**src/rtl/dmr_regs.svh**
```systemverilog
// Offsets, field positions, reset values and counts of the mode registers.
`ifndef DMR_REGS_SVH
`define DMR_REGS_SVH

// ---------------------------------------------------------------
// Register selection on the bank-address inputs
// ---------------------------------------------------------------
`define DMR_SEL_FIRST     3'h1
`define DMR_SEL_SECOND    3'h2
`define DMR_SEL_THIRD     3'h3

// ---------------------------------------------------------------
// Field positions
// ---------------------------------------------------------------
`define DMR_ADD_LAT_LSB   3
`define DMR_COL_WR_LSB    3
`define DMR_AUTO_RATE_BIT 6
`define DMR_FORCE_RATE_BIT 7
`define DMR_RTTWR_LSB     9
`define DMR_CAL_EN_BIT    2
`define DMR_CAL_MODE_LSB  0
`define DMR_CHOP_BIT      12
`define DMR_NIBBLE_BIT    2

// ---------------------------------------------------------------
// Field encodings and reset values
// ---------------------------------------------------------------
`define DMR_ADD_LAT_ZERO  2'h0
`define DMR_ADD_LAT_RD_M1 2'h1
`define DMR_ADD_LAT_RD_M2 2'h2
`define DMR_CAL_PREDEF    2'h0
`define DMR_MR_RESET      19'h00000
`define DMR_ADD_LAT_RESET 2'h0

// ---------------------------------------------------------------
// Timing counts in clock cycles
// ---------------------------------------------------------------
`define DMR_COL_WR_BASE   5'h05
`define DMR_BEATS_BL8     4'h8
`define DMR_BEATS_BC4     4'h4

`endif

```
**src/rtl/dmr_pkg.sv**
```systemverilog
// Types shared by the mode-register block and its helpers.
package dmr_pkg;

    typedef enum logic [2:0] {
        DMR_OP_NOP,
        DMR_OP_MRS,
        DMR_OP_READ,
        DMR_OP_READ_AP,
        DMR_OP_WRITE,
        DMR_OP_OTHER
    } dmr_op_t;

    typedef struct packed {
        logic        valid;
        dmr_op_t     op;
        logic [2:0]  ba;
        logic [15:0] addr;
    } dmr_cmd_t;

    typedef enum logic [1:0] {
        DMR_TERM_HIGHZ,
        DMR_TERM_NOMINAL,
        DMR_TERM_WRITE
    } dmr_term_t;

    typedef struct packed {
        logic       valid;
        logic       chop;
        logic       nibble;
        logic [3:0] beat;
    } dmr_beat_t;

endpackage

```
**src/rtl/dmr_mode_regs.sv**
```systemverilog
// Mode-register logic: latency, self-refresh rate, termination, pattern.
`timescale 1ns/10ps
// Overview of operation
// - Additive latency field picks zero, read-1, read-2
// - Second register holds value until rewritten
// - Second register bits five-three set write latency
// - Total write latency is column plus additive
// - Auto rate doubles self refresh when hot
// - Forced bit always doubles; both clear single
// - Nonzero write termination field enables dynamic
// - Write termination during burst, then nominal
// - Write termination works without nominal termination
// - No dynamic termination during write leveling
// - Third register bit two redirects reads
// - Mode bits ignored while redirection disabled
// - Redirected reads use normal read latency
// - Reset honoured while redirection is enabled
// - Calibration data readable by repeated reads
// - Predefined pattern alternates zero, one, LSB first
// - Bank address 010/011 selects second/third register
module dmr_mode_regs
    import dmr_pkg::*;
(
    input  wire logic             core_clk_i,
    input  wire logic             rst_i,
    input  dmr_pkg::dmr_cmd_t     cmd_i,
    input  wire logic [4:0]       column_read_latency_i,
    input  wire logic [2:0]       nominal_termination_i,
    input  wire logic             write_leveling_i,
    input  wire logic             odt_i,
    input  wire logic             case_hot_i,
    output logic [4:0]            posted_additive_latency_o,
    output logic [4:0]            total_write_latency_o,
    output logic [4:0]            read_latency_o,
    output logic [18:0]           second_extended_mode_reg_o,
    output logic [18:0]           third_extended_mode_reg_o,
    output logic                  write_burst_o,
    output dmr_pkg::dmr_term_t    term_sel_o,
    output logic [1:0]            write_termination_o,
    output logic                  selfrefresh_double_rate_o,
    output logic                  cal_enable_o,
    output logic                  read_from_cal_o,
    output logic                  rd_valid_o,
    output logic                  rd_data_o,
    output logic                  cmd_violation_o,
    output logic                  rate_conflict_o
);
    import dmr_pkg::*;
    `include "dmr_regs.svh"

    // ---------------------------------------------------------------
    // Command decode
    // ---------------------------------------------------------------
    logic        is_mrs;
    logic        is_read;
    logic        is_write;
    logic [18:0] mrs_value;

    assign is_mrs    = cmd_i.valid && (cmd_i.op == DMR_OP_MRS);
    assign is_read   = cmd_i.valid && ((cmd_i.op == DMR_OP_READ) ||
                                       (cmd_i.op == DMR_OP_READ_AP));
    assign is_write  = cmd_i.valid && (cmd_i.op == DMR_OP_WRITE);
    assign mrs_value = {cmd_i.ba, cmd_i.addr};

    // ---------------------------------------------------------------
    // Stored mode fields
    // ---------------------------------------------------------------
    logic [1:0]  add_lat_sel_q;
    logic [18:0] second_mode_q;
    logic [18:0] third_mode_q;

    always_ff @(posedge core_clk_i)
    begin
        if (rst_i)
            add_lat_sel_q <= `DMR_ADD_LAT_RESET;
        else if (is_mrs && cmd_i.ba == `DMR_SEL_FIRST)
            add_lat_sel_q <= cmd_i.addr[`DMR_ADD_LAT_LSB +: 2];
    end

    // The stored value only changes on a write that addresses it.
    always_ff @(posedge core_clk_i)
    begin
        if (rst_i)
            second_mode_q <= `DMR_MR_RESET;
        else if (is_mrs && cmd_i.ba == `DMR_SEL_SECOND)
            second_mode_q <= mrs_value;
    end

    // Reset clears the redirection even while it is enabled.
    always_ff @(posedge core_clk_i)
    begin
        if (rst_i)
            third_mode_q <= `DMR_MR_RESET;
        else if (is_mrs && cmd_i.ba == `DMR_SEL_THIRD)
            third_mode_q <= mrs_value;
    end

    // ---------------------------------------------------------------
    // Field extraction
    // ---------------------------------------------------------------
    logic       auto_rate_en;
    logic       forced_rate_en;
    logic [1:0] write_termination;
    logic       cal_en;
    logic [1:0] cal_mode;
    logic [4:0] add_lat_cycles;
    logic [4:0] col_wr_cycles;
    logic [4:0] wr_lat_cycles;
    logic [4:0] rl_cycles;

    assign auto_rate_en   = second_mode_q[`DMR_AUTO_RATE_BIT];
    assign forced_rate_en = second_mode_q[`DMR_FORCE_RATE_BIT];
    assign write_termination = second_mode_q[`DMR_RTTWR_LSB +: 2];
    assign cal_en = third_mode_q[`DMR_CAL_EN_BIT];

    // Mode bits are forced to the predefined pattern when disabled.
    assign cal_mode = cal_en ? third_mode_q[`DMR_CAL_MODE_LSB +: 2]
                             : `DMR_CAL_PREDEF;

    always_comb
    begin
        case (add_lat_sel_q)
            `DMR_ADD_LAT_RD_M1: add_lat_cycles = column_read_latency_i - 5'h01;
            `DMR_ADD_LAT_RD_M2: add_lat_cycles = column_read_latency_i - 5'h02;
            default:            add_lat_cycles = 5'h00;
        endcase
    end

    assign col_wr_cycles = `DMR_COL_WR_BASE +
                        {2'h0, second_mode_q[`DMR_COL_WR_LSB +: 3]};
    assign wr_lat_cycles = col_wr_cycles + add_lat_cycles;
    assign rl_cycles     = column_read_latency_i + add_lat_cycles;

    always_ff @(posedge core_clk_i)
    begin
        if (rst_i)
        begin
            posted_additive_latency_o <= 5'h00;
            total_write_latency_o     <= `DMR_COL_WR_BASE;
            read_latency_o            <= 5'h00;
        end
        else
        begin
            posted_additive_latency_o <= add_lat_cycles;
            total_write_latency_o     <= wr_lat_cycles;
            read_latency_o            <= rl_cycles;
        end
    end

    always_ff @(posedge core_clk_i)
    begin
        if (rst_i)
        begin
            second_extended_mode_reg_o <= `DMR_MR_RESET;
            third_extended_mode_reg_o  <= `DMR_MR_RESET;
        end
        else
        begin
            second_extended_mode_reg_o <= second_mode_q;
            third_extended_mode_reg_o  <= third_mode_q;
        end
    end

    // ---------------------------------------------------------------
    // Self-refresh rate
    // ---------------------------------------------------------------
    logic hot_meta_q;
    logic hot_sync_q;

    always_ff @(posedge core_clk_i)
    begin
        if (rst_i)
        begin
            hot_meta_q <= 1'b0;
            hot_sync_q <= 1'b0;
        end
        else
        begin
            hot_meta_q <= case_hot_i;
            hot_sync_q <= hot_meta_q;
        end
    end

    // The sensor may flag hot somewhat below the nominal threshold.
    always_ff @(posedge core_clk_i)
    begin
        if (rst_i)
        begin
            selfrefresh_double_rate_o <= 1'b0;
            rate_conflict_o           <= 1'b0;
        end
        else
        begin
            selfrefresh_double_rate_o <= forced_rate_en
                                   || (auto_rate_en && hot_sync_q);
            rate_conflict_o <= auto_rate_en && forced_rate_en;
        end
    end

    // ---------------------------------------------------------------
    // Write bursts and termination
    // ---------------------------------------------------------------
    dmr_beat_t wr_beat;
    dmr_term_t term_d;
    logic      dyn_term_en;

    dmr_burst_timer u_wr_timer (
        .core_clk_i (core_clk_i),
        .rst_i      (rst_i),
        .start_i    (is_write),
        .chop_i     (cmd_i.addr[`DMR_CHOP_BIT]),
        .nibble_i   (1'b0),
        .latency_i  (wr_lat_cycles),
        .beat_o     (wr_beat)
    );

    assign dyn_term_en = (write_termination != 2'h0)
                      && !write_leveling_i;

    always_comb
    begin
        term_d = DMR_TERM_HIGHZ;
        if (wr_beat.valid && dyn_term_en)
            term_d = DMR_TERM_WRITE;
        else if (odt_i && nominal_termination_i != 3'h0)
            term_d = DMR_TERM_NOMINAL;
    end

    always_ff @(posedge core_clk_i)
    begin
        if (rst_i)
        begin
            term_sel_o          <= DMR_TERM_HIGHZ;
            write_burst_o       <= 1'b0;
            write_termination_o <= 2'h0;
        end
        else
        begin
            term_sel_o          <= term_d;
            write_burst_o       <= wr_beat.valid;
            write_termination_o <= write_termination;
        end
    end

    // ---------------------------------------------------------------
    // Calibration read redirection
    // ---------------------------------------------------------------
    dmr_beat_t rd_beat;
    logic      cal_bit;
    logic      cal_read_q;

    // Reads that start while redirection is on take calibration data.
    dmr_burst_timer u_rd_timer (
        .core_clk_i (core_clk_i),
        .rst_i      (rst_i),
        .start_i    (is_read && cal_en),
        .chop_i     (cmd_i.addr[`DMR_CHOP_BIT]),
        .nibble_i   (cmd_i.addr[`DMR_NIBBLE_BIT]),
        .latency_i  (rl_cycles),
        .beat_o     (rd_beat)
    );

    dmr_pattern_gen u_pattern (
        .beat_i (rd_beat),
        .mode_i (cal_mode),
        .bit_o  (cal_bit)
    );

    always_ff @(posedge core_clk_i)
    begin
        if (rst_i)
            cal_read_q <= 1'b0;
        else if (is_read)
            cal_read_q <= cal_en;
    end

    always_ff @(posedge core_clk_i)
    begin
        if (rst_i)
        begin
            cal_enable_o    <= 1'b0;
            read_from_cal_o <= 1'b0;
            rd_valid_o      <= 1'b0;
            rd_data_o       <= 1'b0;
        end
        else
        begin
            cal_enable_o    <= cal_en;
            read_from_cal_o <= cal_read_q;
            rd_valid_o      <= rd_beat.valid;
            rd_data_o       <= rd_beat.valid && cal_bit;
        end
    end

    // ---------------------------------------------------------------
    // Command checking while redirection is enabled
    // ---------------------------------------------------------------
    logic bad_cmd;

    // Only reads, NOPs and a write to the third register are legal then.
    assign bad_cmd = cal_en && cmd_i.valid
                  && (cmd_i.op != DMR_OP_NOP) && !is_read
                  && !(is_mrs && cmd_i.ba == `DMR_SEL_THIRD);

    always_ff @(posedge core_clk_i)
    begin
        if (rst_i)
            cmd_violation_o <= 1'b0;
        else
            cmd_violation_o <= bad_cmd;
    end

endmodule // dmr_mode_regs

```
**src/rtl/dmr_burst_timer.sv**
```systemverilog
// Delays a burst start by a programmable latency and counts its beats.
`timescale 1ns/10ps
module dmr_burst_timer
    import dmr_pkg::*;
(
    input  wire logic            core_clk_i,
    input  wire logic            rst_i,
    input  wire logic            start_i,
    input  wire logic            chop_i,
    input  wire logic            nibble_i,
    input  wire logic [4:0]      latency_i,
    output dmr_pkg::dmr_beat_t   beat_o
);
    `include "dmr_regs.svh"

    // Each stage holds valid, chop and nibble of a start in flight.
    logic [2:0] line_q [32];
    logic [2:0] tap;
    logic [3:0] left_q;

    assign tap = (latency_i == 5'h00) ? {start_i, chop_i, nibble_i}
                                      : line_q[latency_i - 5'h01];

    always_ff @(posedge core_clk_i)
    begin
        if (rst_i)
        begin
            for (int i = 0; i < 32; i++)
                line_q[i] <= 3'h0;
        end
        else
        begin
            line_q[0] <= {start_i, chop_i, nibble_i};
            for (int i = 1; i < 32; i++)
                line_q[i] <= line_q[i-1];
        end
    end

    always_ff @(posedge core_clk_i)
    begin
        if (rst_i)
        begin
            left_q <= 4'h0;
            beat_o <= '0;
        end
        else if (tap[2])
        begin
            left_q <= (tap[1] ? `DMR_BEATS_BC4 : `DMR_BEATS_BL8) - 4'h1;
            beat_o <= '{valid: 1'b1, chop: tap[1], nibble: tap[0],
                        beat: 4'h0};
        end
        else if (left_q != 4'h0)
        begin
            left_q      <= left_q - 4'h1;
            beat_o.beat <= beat_o.beat + 4'h1;
        end
        else
        begin
            beat_o.valid <= 1'b0;
        end
    end
endmodule // dmr_burst_timer

```
**src/rtl/dmr_pattern_gen.sv**
```systemverilog
// Returns the calibration data bit for one beat of a redirected read.
`timescale 1ns/10ps
module dmr_pattern_gen
    import dmr_pkg::*;
(
    input  dmr_pkg::dmr_beat_t beat_i,
    input  wire logic [1:0]    mode_i,
    output logic               bit_o
);
    `include "dmr_regs.svh"

    logic [2:0] order;

    // A chopped burst on the upper nibble starts at burst position 4.
    always_comb
    begin
        order = beat_i.beat[2:0];
        if (beat_i.chop && beat_i.nibble)
            order = beat_i.beat[2:0] + 3'h4;
        bit_o = 1'b0;
        if (mode_i == `DMR_CAL_PREDEF)
            bit_o = order[0];
    end
endmodule // dmr_pattern_gen

```
**config.mk**
```make
export PLATFORM = sky130hd
export DESIGN_NAME = dmr_mode_regs
export DESIGN_NICKNAME = d
export VERILOG_FILES = /design/src/rtl/dmr_pkg.sv /design/src/rtl/dmr_mode_regs.sv /design/src/rtl/dmr_burst_timer.sv /design/src/rtl/dmr_pattern_gen.sv
export VERILOG_INCLUDE_DIRS = /design/src /design/src/rtl
export SDC_FILE = /design/constraint.sdc
export NUM_CORES = 1
export LEC_CHECK = 0
export BUFFER_PORTS_ARGS = -buffer_cell sky130_fd_sc_hd__buf_4
export CAP_MARGIN = 40
export CORE_UTILIZATION = 57
export DETAILED_ROUTE_END_ITERATION = 8
export GPL_TIMING_DRIVEN = 0
export PLACE_DENSITY = 0.88
export REMOVE_ABC_BUFFERS = 1
export SYNTH_ARGS = -nofsm -noshare
export SYNTH_HDL_FRONTEND = slang
export SYNTH_SLANG_ARGS = --single-unit
```
**constraint.sdc**
```tcl
create_clock -name core_clk_i -period 6.4 [get_ports core_clk_i]
set_clock_uncertainty 0.2 [all_clocks]
set_input_delay 0.96 -clock core_clk_i [delete_from_list [all_inputs] [get_ports core_clk_i]]
set_output_delay 0.96 -clock core_clk_i [all_outputs]
set_load 0.005 [all_outputs]
```
==> summary.md <==
| Metric | Value |
|---|---|
| Status | complete, no violations |
| FILL cells | 863 |
| Met3 usage | 6.226% |
| Setup bufs post-CTS | 0 |
| Register area | 4244 µm² |
| N_diodes | 0 |
| Hold Crit Class | register to register |
| Synthesized cell area | 8014 µm² |
| GRT Total Usage | 25.98% |
| Peak Freq | 179.1 MHz |
| Slew HR | 50.50% |
| Area of the multi-input gates | 3526 µm² |
| MaxCap Viol Count | 0 |
| Net Sw Frac | 23.63% |
| Total number of vias | 5,661 |
| Async SR Flop Fraction | 0% |
| Placer Congestion | 0.8815 |
| Overall power | 2.807 mW |
| Unrepaired setup endpoints after global routing | false |
| Most instantiated library cell after synthesis | dfxtp_1 |
| Cts repair resizes | 0 |
| Fin. max-slew vios | 0 |
| Setup crit end kind | register |
| Ports | 101 |
| Fraction of layout cells with a size suffix above 1 | 25.73% |
| Hold Crit Start | u_rd_timer.line_q[17][2] |
| First-pass GRT wire length | 29,950 µm |
| Die area | 14,540 µm² |
| Setup violators final | 0 |
| R2r worst-path depth | 16 |
| DR DRC count | 0 |
| Vert. Die Dim | 120.6 µm |
| Clk_lat worst skew | 490 ps |
| CTS Root Cell | clkbuf_16 |
| Worst-path maximum fanout | 16 |
| Power Internal | 2.144 mW |
| Nets | 861 |
| Die extent in x | 120.6 µm |
| Area grow syn2layout | 20.27% |
| CTS Buffer Depth | 3 |
| Peak VDD IR | 220.1 µV |
| Worst Hold Depth | 1 |
| Synth cell types | 63 |
| Seq cells post-synth | 212 |
| I/O Buffers | 100 |
| CP startpoint | column_read_latency_i[1] |
| Synth warn | 0 |
| Combinational fraction of design power | 7.8% |
| CTS Buf Count | 21 |
| Grt met2 use | 45.26% |
| Final hold violations | 0 |
| Row cnt | 42 |
| RR Startpoint | add_lat_sel_q[0] |
| H-tree levels | 1 |
| Sequential area share after synthesis | 52.96% |
| Top FF cell, synth | dfxtp_1 |
| Initial drt markers | 321 |
| Pin count of the biggest net entering global routing | 136 |
| Pleak | 4.109 nW |
| CTS tree | yes |
| Switch Pwr | 0.6634 mW |
| Final core occ | 71.64% |
| Critical path type | primary input to register |
| Clk sink count | 212 |
| Crit path arrival time | 5750 ps |
| Synth top area share | 52.96% |
| WP data required | 6570 ps |
| Worst-path clk slew | 60 ps |
| Drt wl/cell | 18.55 µm |
| Crit share post-route | 87.26% |
| Design area | 9638 µm² |
| Total gr overflow | 0 |
| Global routing's busiest layer | met2 |
| Syn Area/Cell | 11.30 µm² |
| Hold bufs inserted after CTS | 0 |
| Area after DPL | 8934 µm² |
| Antenna Violating Nets Remaining | 0 |
| Synth area leaders | dfxtp_1 (53%), nor2b_1 (11%), mux4_2 (5.6%), mux2_2 (3.8%), o22a_1 (3.5%) |
| Worst Tran Pin Value | 742.5 ps |
| Number of global-route vias before repair | 6,012 |
| Met1 GRT Util | 30.77% |
| Core Region | 13,450 µm² |
| Commonest cells post-synth | dfxtp_1 (212), nor2b_1 (143), nor2_1 (36) |
| Post-Synthesis Cells | 709 |
| Initial Util | 59.57% |
| Min Tclk post-route | 5584 ps |
| Clock power frac | 43.6% |
| CP Launch Type | primary input |
| Area leader, netlist | dfxtp_1 |
| Reg power frac | 48.6% |
| PD cells | 291.3 nW/µm² |
| Antenna violations before repair | 0 |
| Detailed Place HPWL | 11,290 µm |
| Post-Route WL | 18,480 µm |
| Via-per-instance ratio | 5.684 |
| Post-synth EDFFs | 0 |
| Final setup TNS | 0 ps |
| 1st-pass router iterations | 5 |
## stage by stage
| step | hold slack (ps) | std cells | setup WS (ps) |
|---|---|---|---|
| finish | 252.9 | 996 | 815.7 |
| global route | 266.8 | 996 | 552.7 |
| CTS | 261.0 | 995 | 886.0 |
| detailed placement | 244.3 | 957 | 391.5 |
| floorplan | 203.5 | 674 | 1310 |
| global placement | 229.0 | 950 | 473.9 |
## cell type report
cell class / instances / share of cell area [%]
Inverter: 22 / 0.8568
Clock inverter: 12 / 1.194
Multi-Input combinational cell: 440 / 36.58
Timing Repair Buffer: 108 / 8.984
Clock buffer: 26 / 6.063
Tap cell: 176 / 2.285
Sequential cell: 212 / 44.03
## power by group through the flow
stage / registers [mW] / logic [mW] / clock network, mW
2_1_floorplan: 1.39 / 0.131 / 0
3_3_place_gp: 1.39 / 0.191 / 0
3_5_place_dp: 1.39 / 0.207 / 0
4_1_cts: 1.36 / 0.216 / 1.24
5_1_grt: 1.37 / 0.237 / 1.29
6_report: 1.37 / 0.218 / 1.22
## kinds of logic (layout without fill, tap and decap cells)
group           count (synthesis)  after routing  share of synthesized area (%)
simple gates                  260            260                          18.53
flops                         212            212                          52.96
fa+ha+maj                      20             20                          3.216
compound gates                 90             90                          9.009
mux                            56             56                          11.07
xor+xnor                       14             14                          2.139
buf+inv                        57            168                          3.076
## layout by cell type (no fill, tap or decap), drive strengths merged, types with 11 or more instances in the layout
master	count
o22a	32
clkbuf	27
nand2b	11
mux4	22
ha	19
nor2	36
nand2	23
a21oi	11
nor2b	143
inv	26
dfxtp	212
mux2	29
buf	107
o22ai	13
## path summary, 6_finish.rpt
kind,to,slack (ps)
setup reg to reg,u_wr_timer.left_q[2],1010
setup / recovery,u_wr_timer.left_q[2],820
hold / removal,u_rd_timer.line_q[18][2],250
hold reg to reg,u_rd_timer.line_q[18][2],250
## layer usage
layer  share of wire (%)  up-vias
li1                    -     2643
met1                  40     2766
met2                  50      200
met3                 6.6       52
met4                 3.0        0
met5                   0        -
## flip-flops by register name (all words and copies together) (netlist names), 2 cells and up
register                    count
posted_additive_latency_o       5
u_rd_timer.line_q              63
term_sel_o                      2
u_wr_timer.left_q               4
third_mode_q                   19
u_rd_timer.beat_o               2
add_lat_sel_q                   2
second_mode_q                  19
third_extended_mode_reg_o      19
read_latency_o                  5
u_wr_timer.line_q              33
u_rd_timer.left_q               4
second_extended_mode_reg_o     19
total_write_latency_o           5
## critical path, stage by stage
cell      delay, ps
buf_4           130
inv_1           160
ha_1            260
or2b_1          220
nand2_1          70
nand2_1         120
inv_1           130
ha_1            260
ha_1            330
inv_1           100
ha_1            780
mux4_2          410
mux4_2          540
a211oi_2        480
nand2_1         110
ha_1            230
inv_1           100
nor3_1           60
o21ai_0         180
a31oi_1         100
No activity file was read; power rests on OpenSTA's default activity.
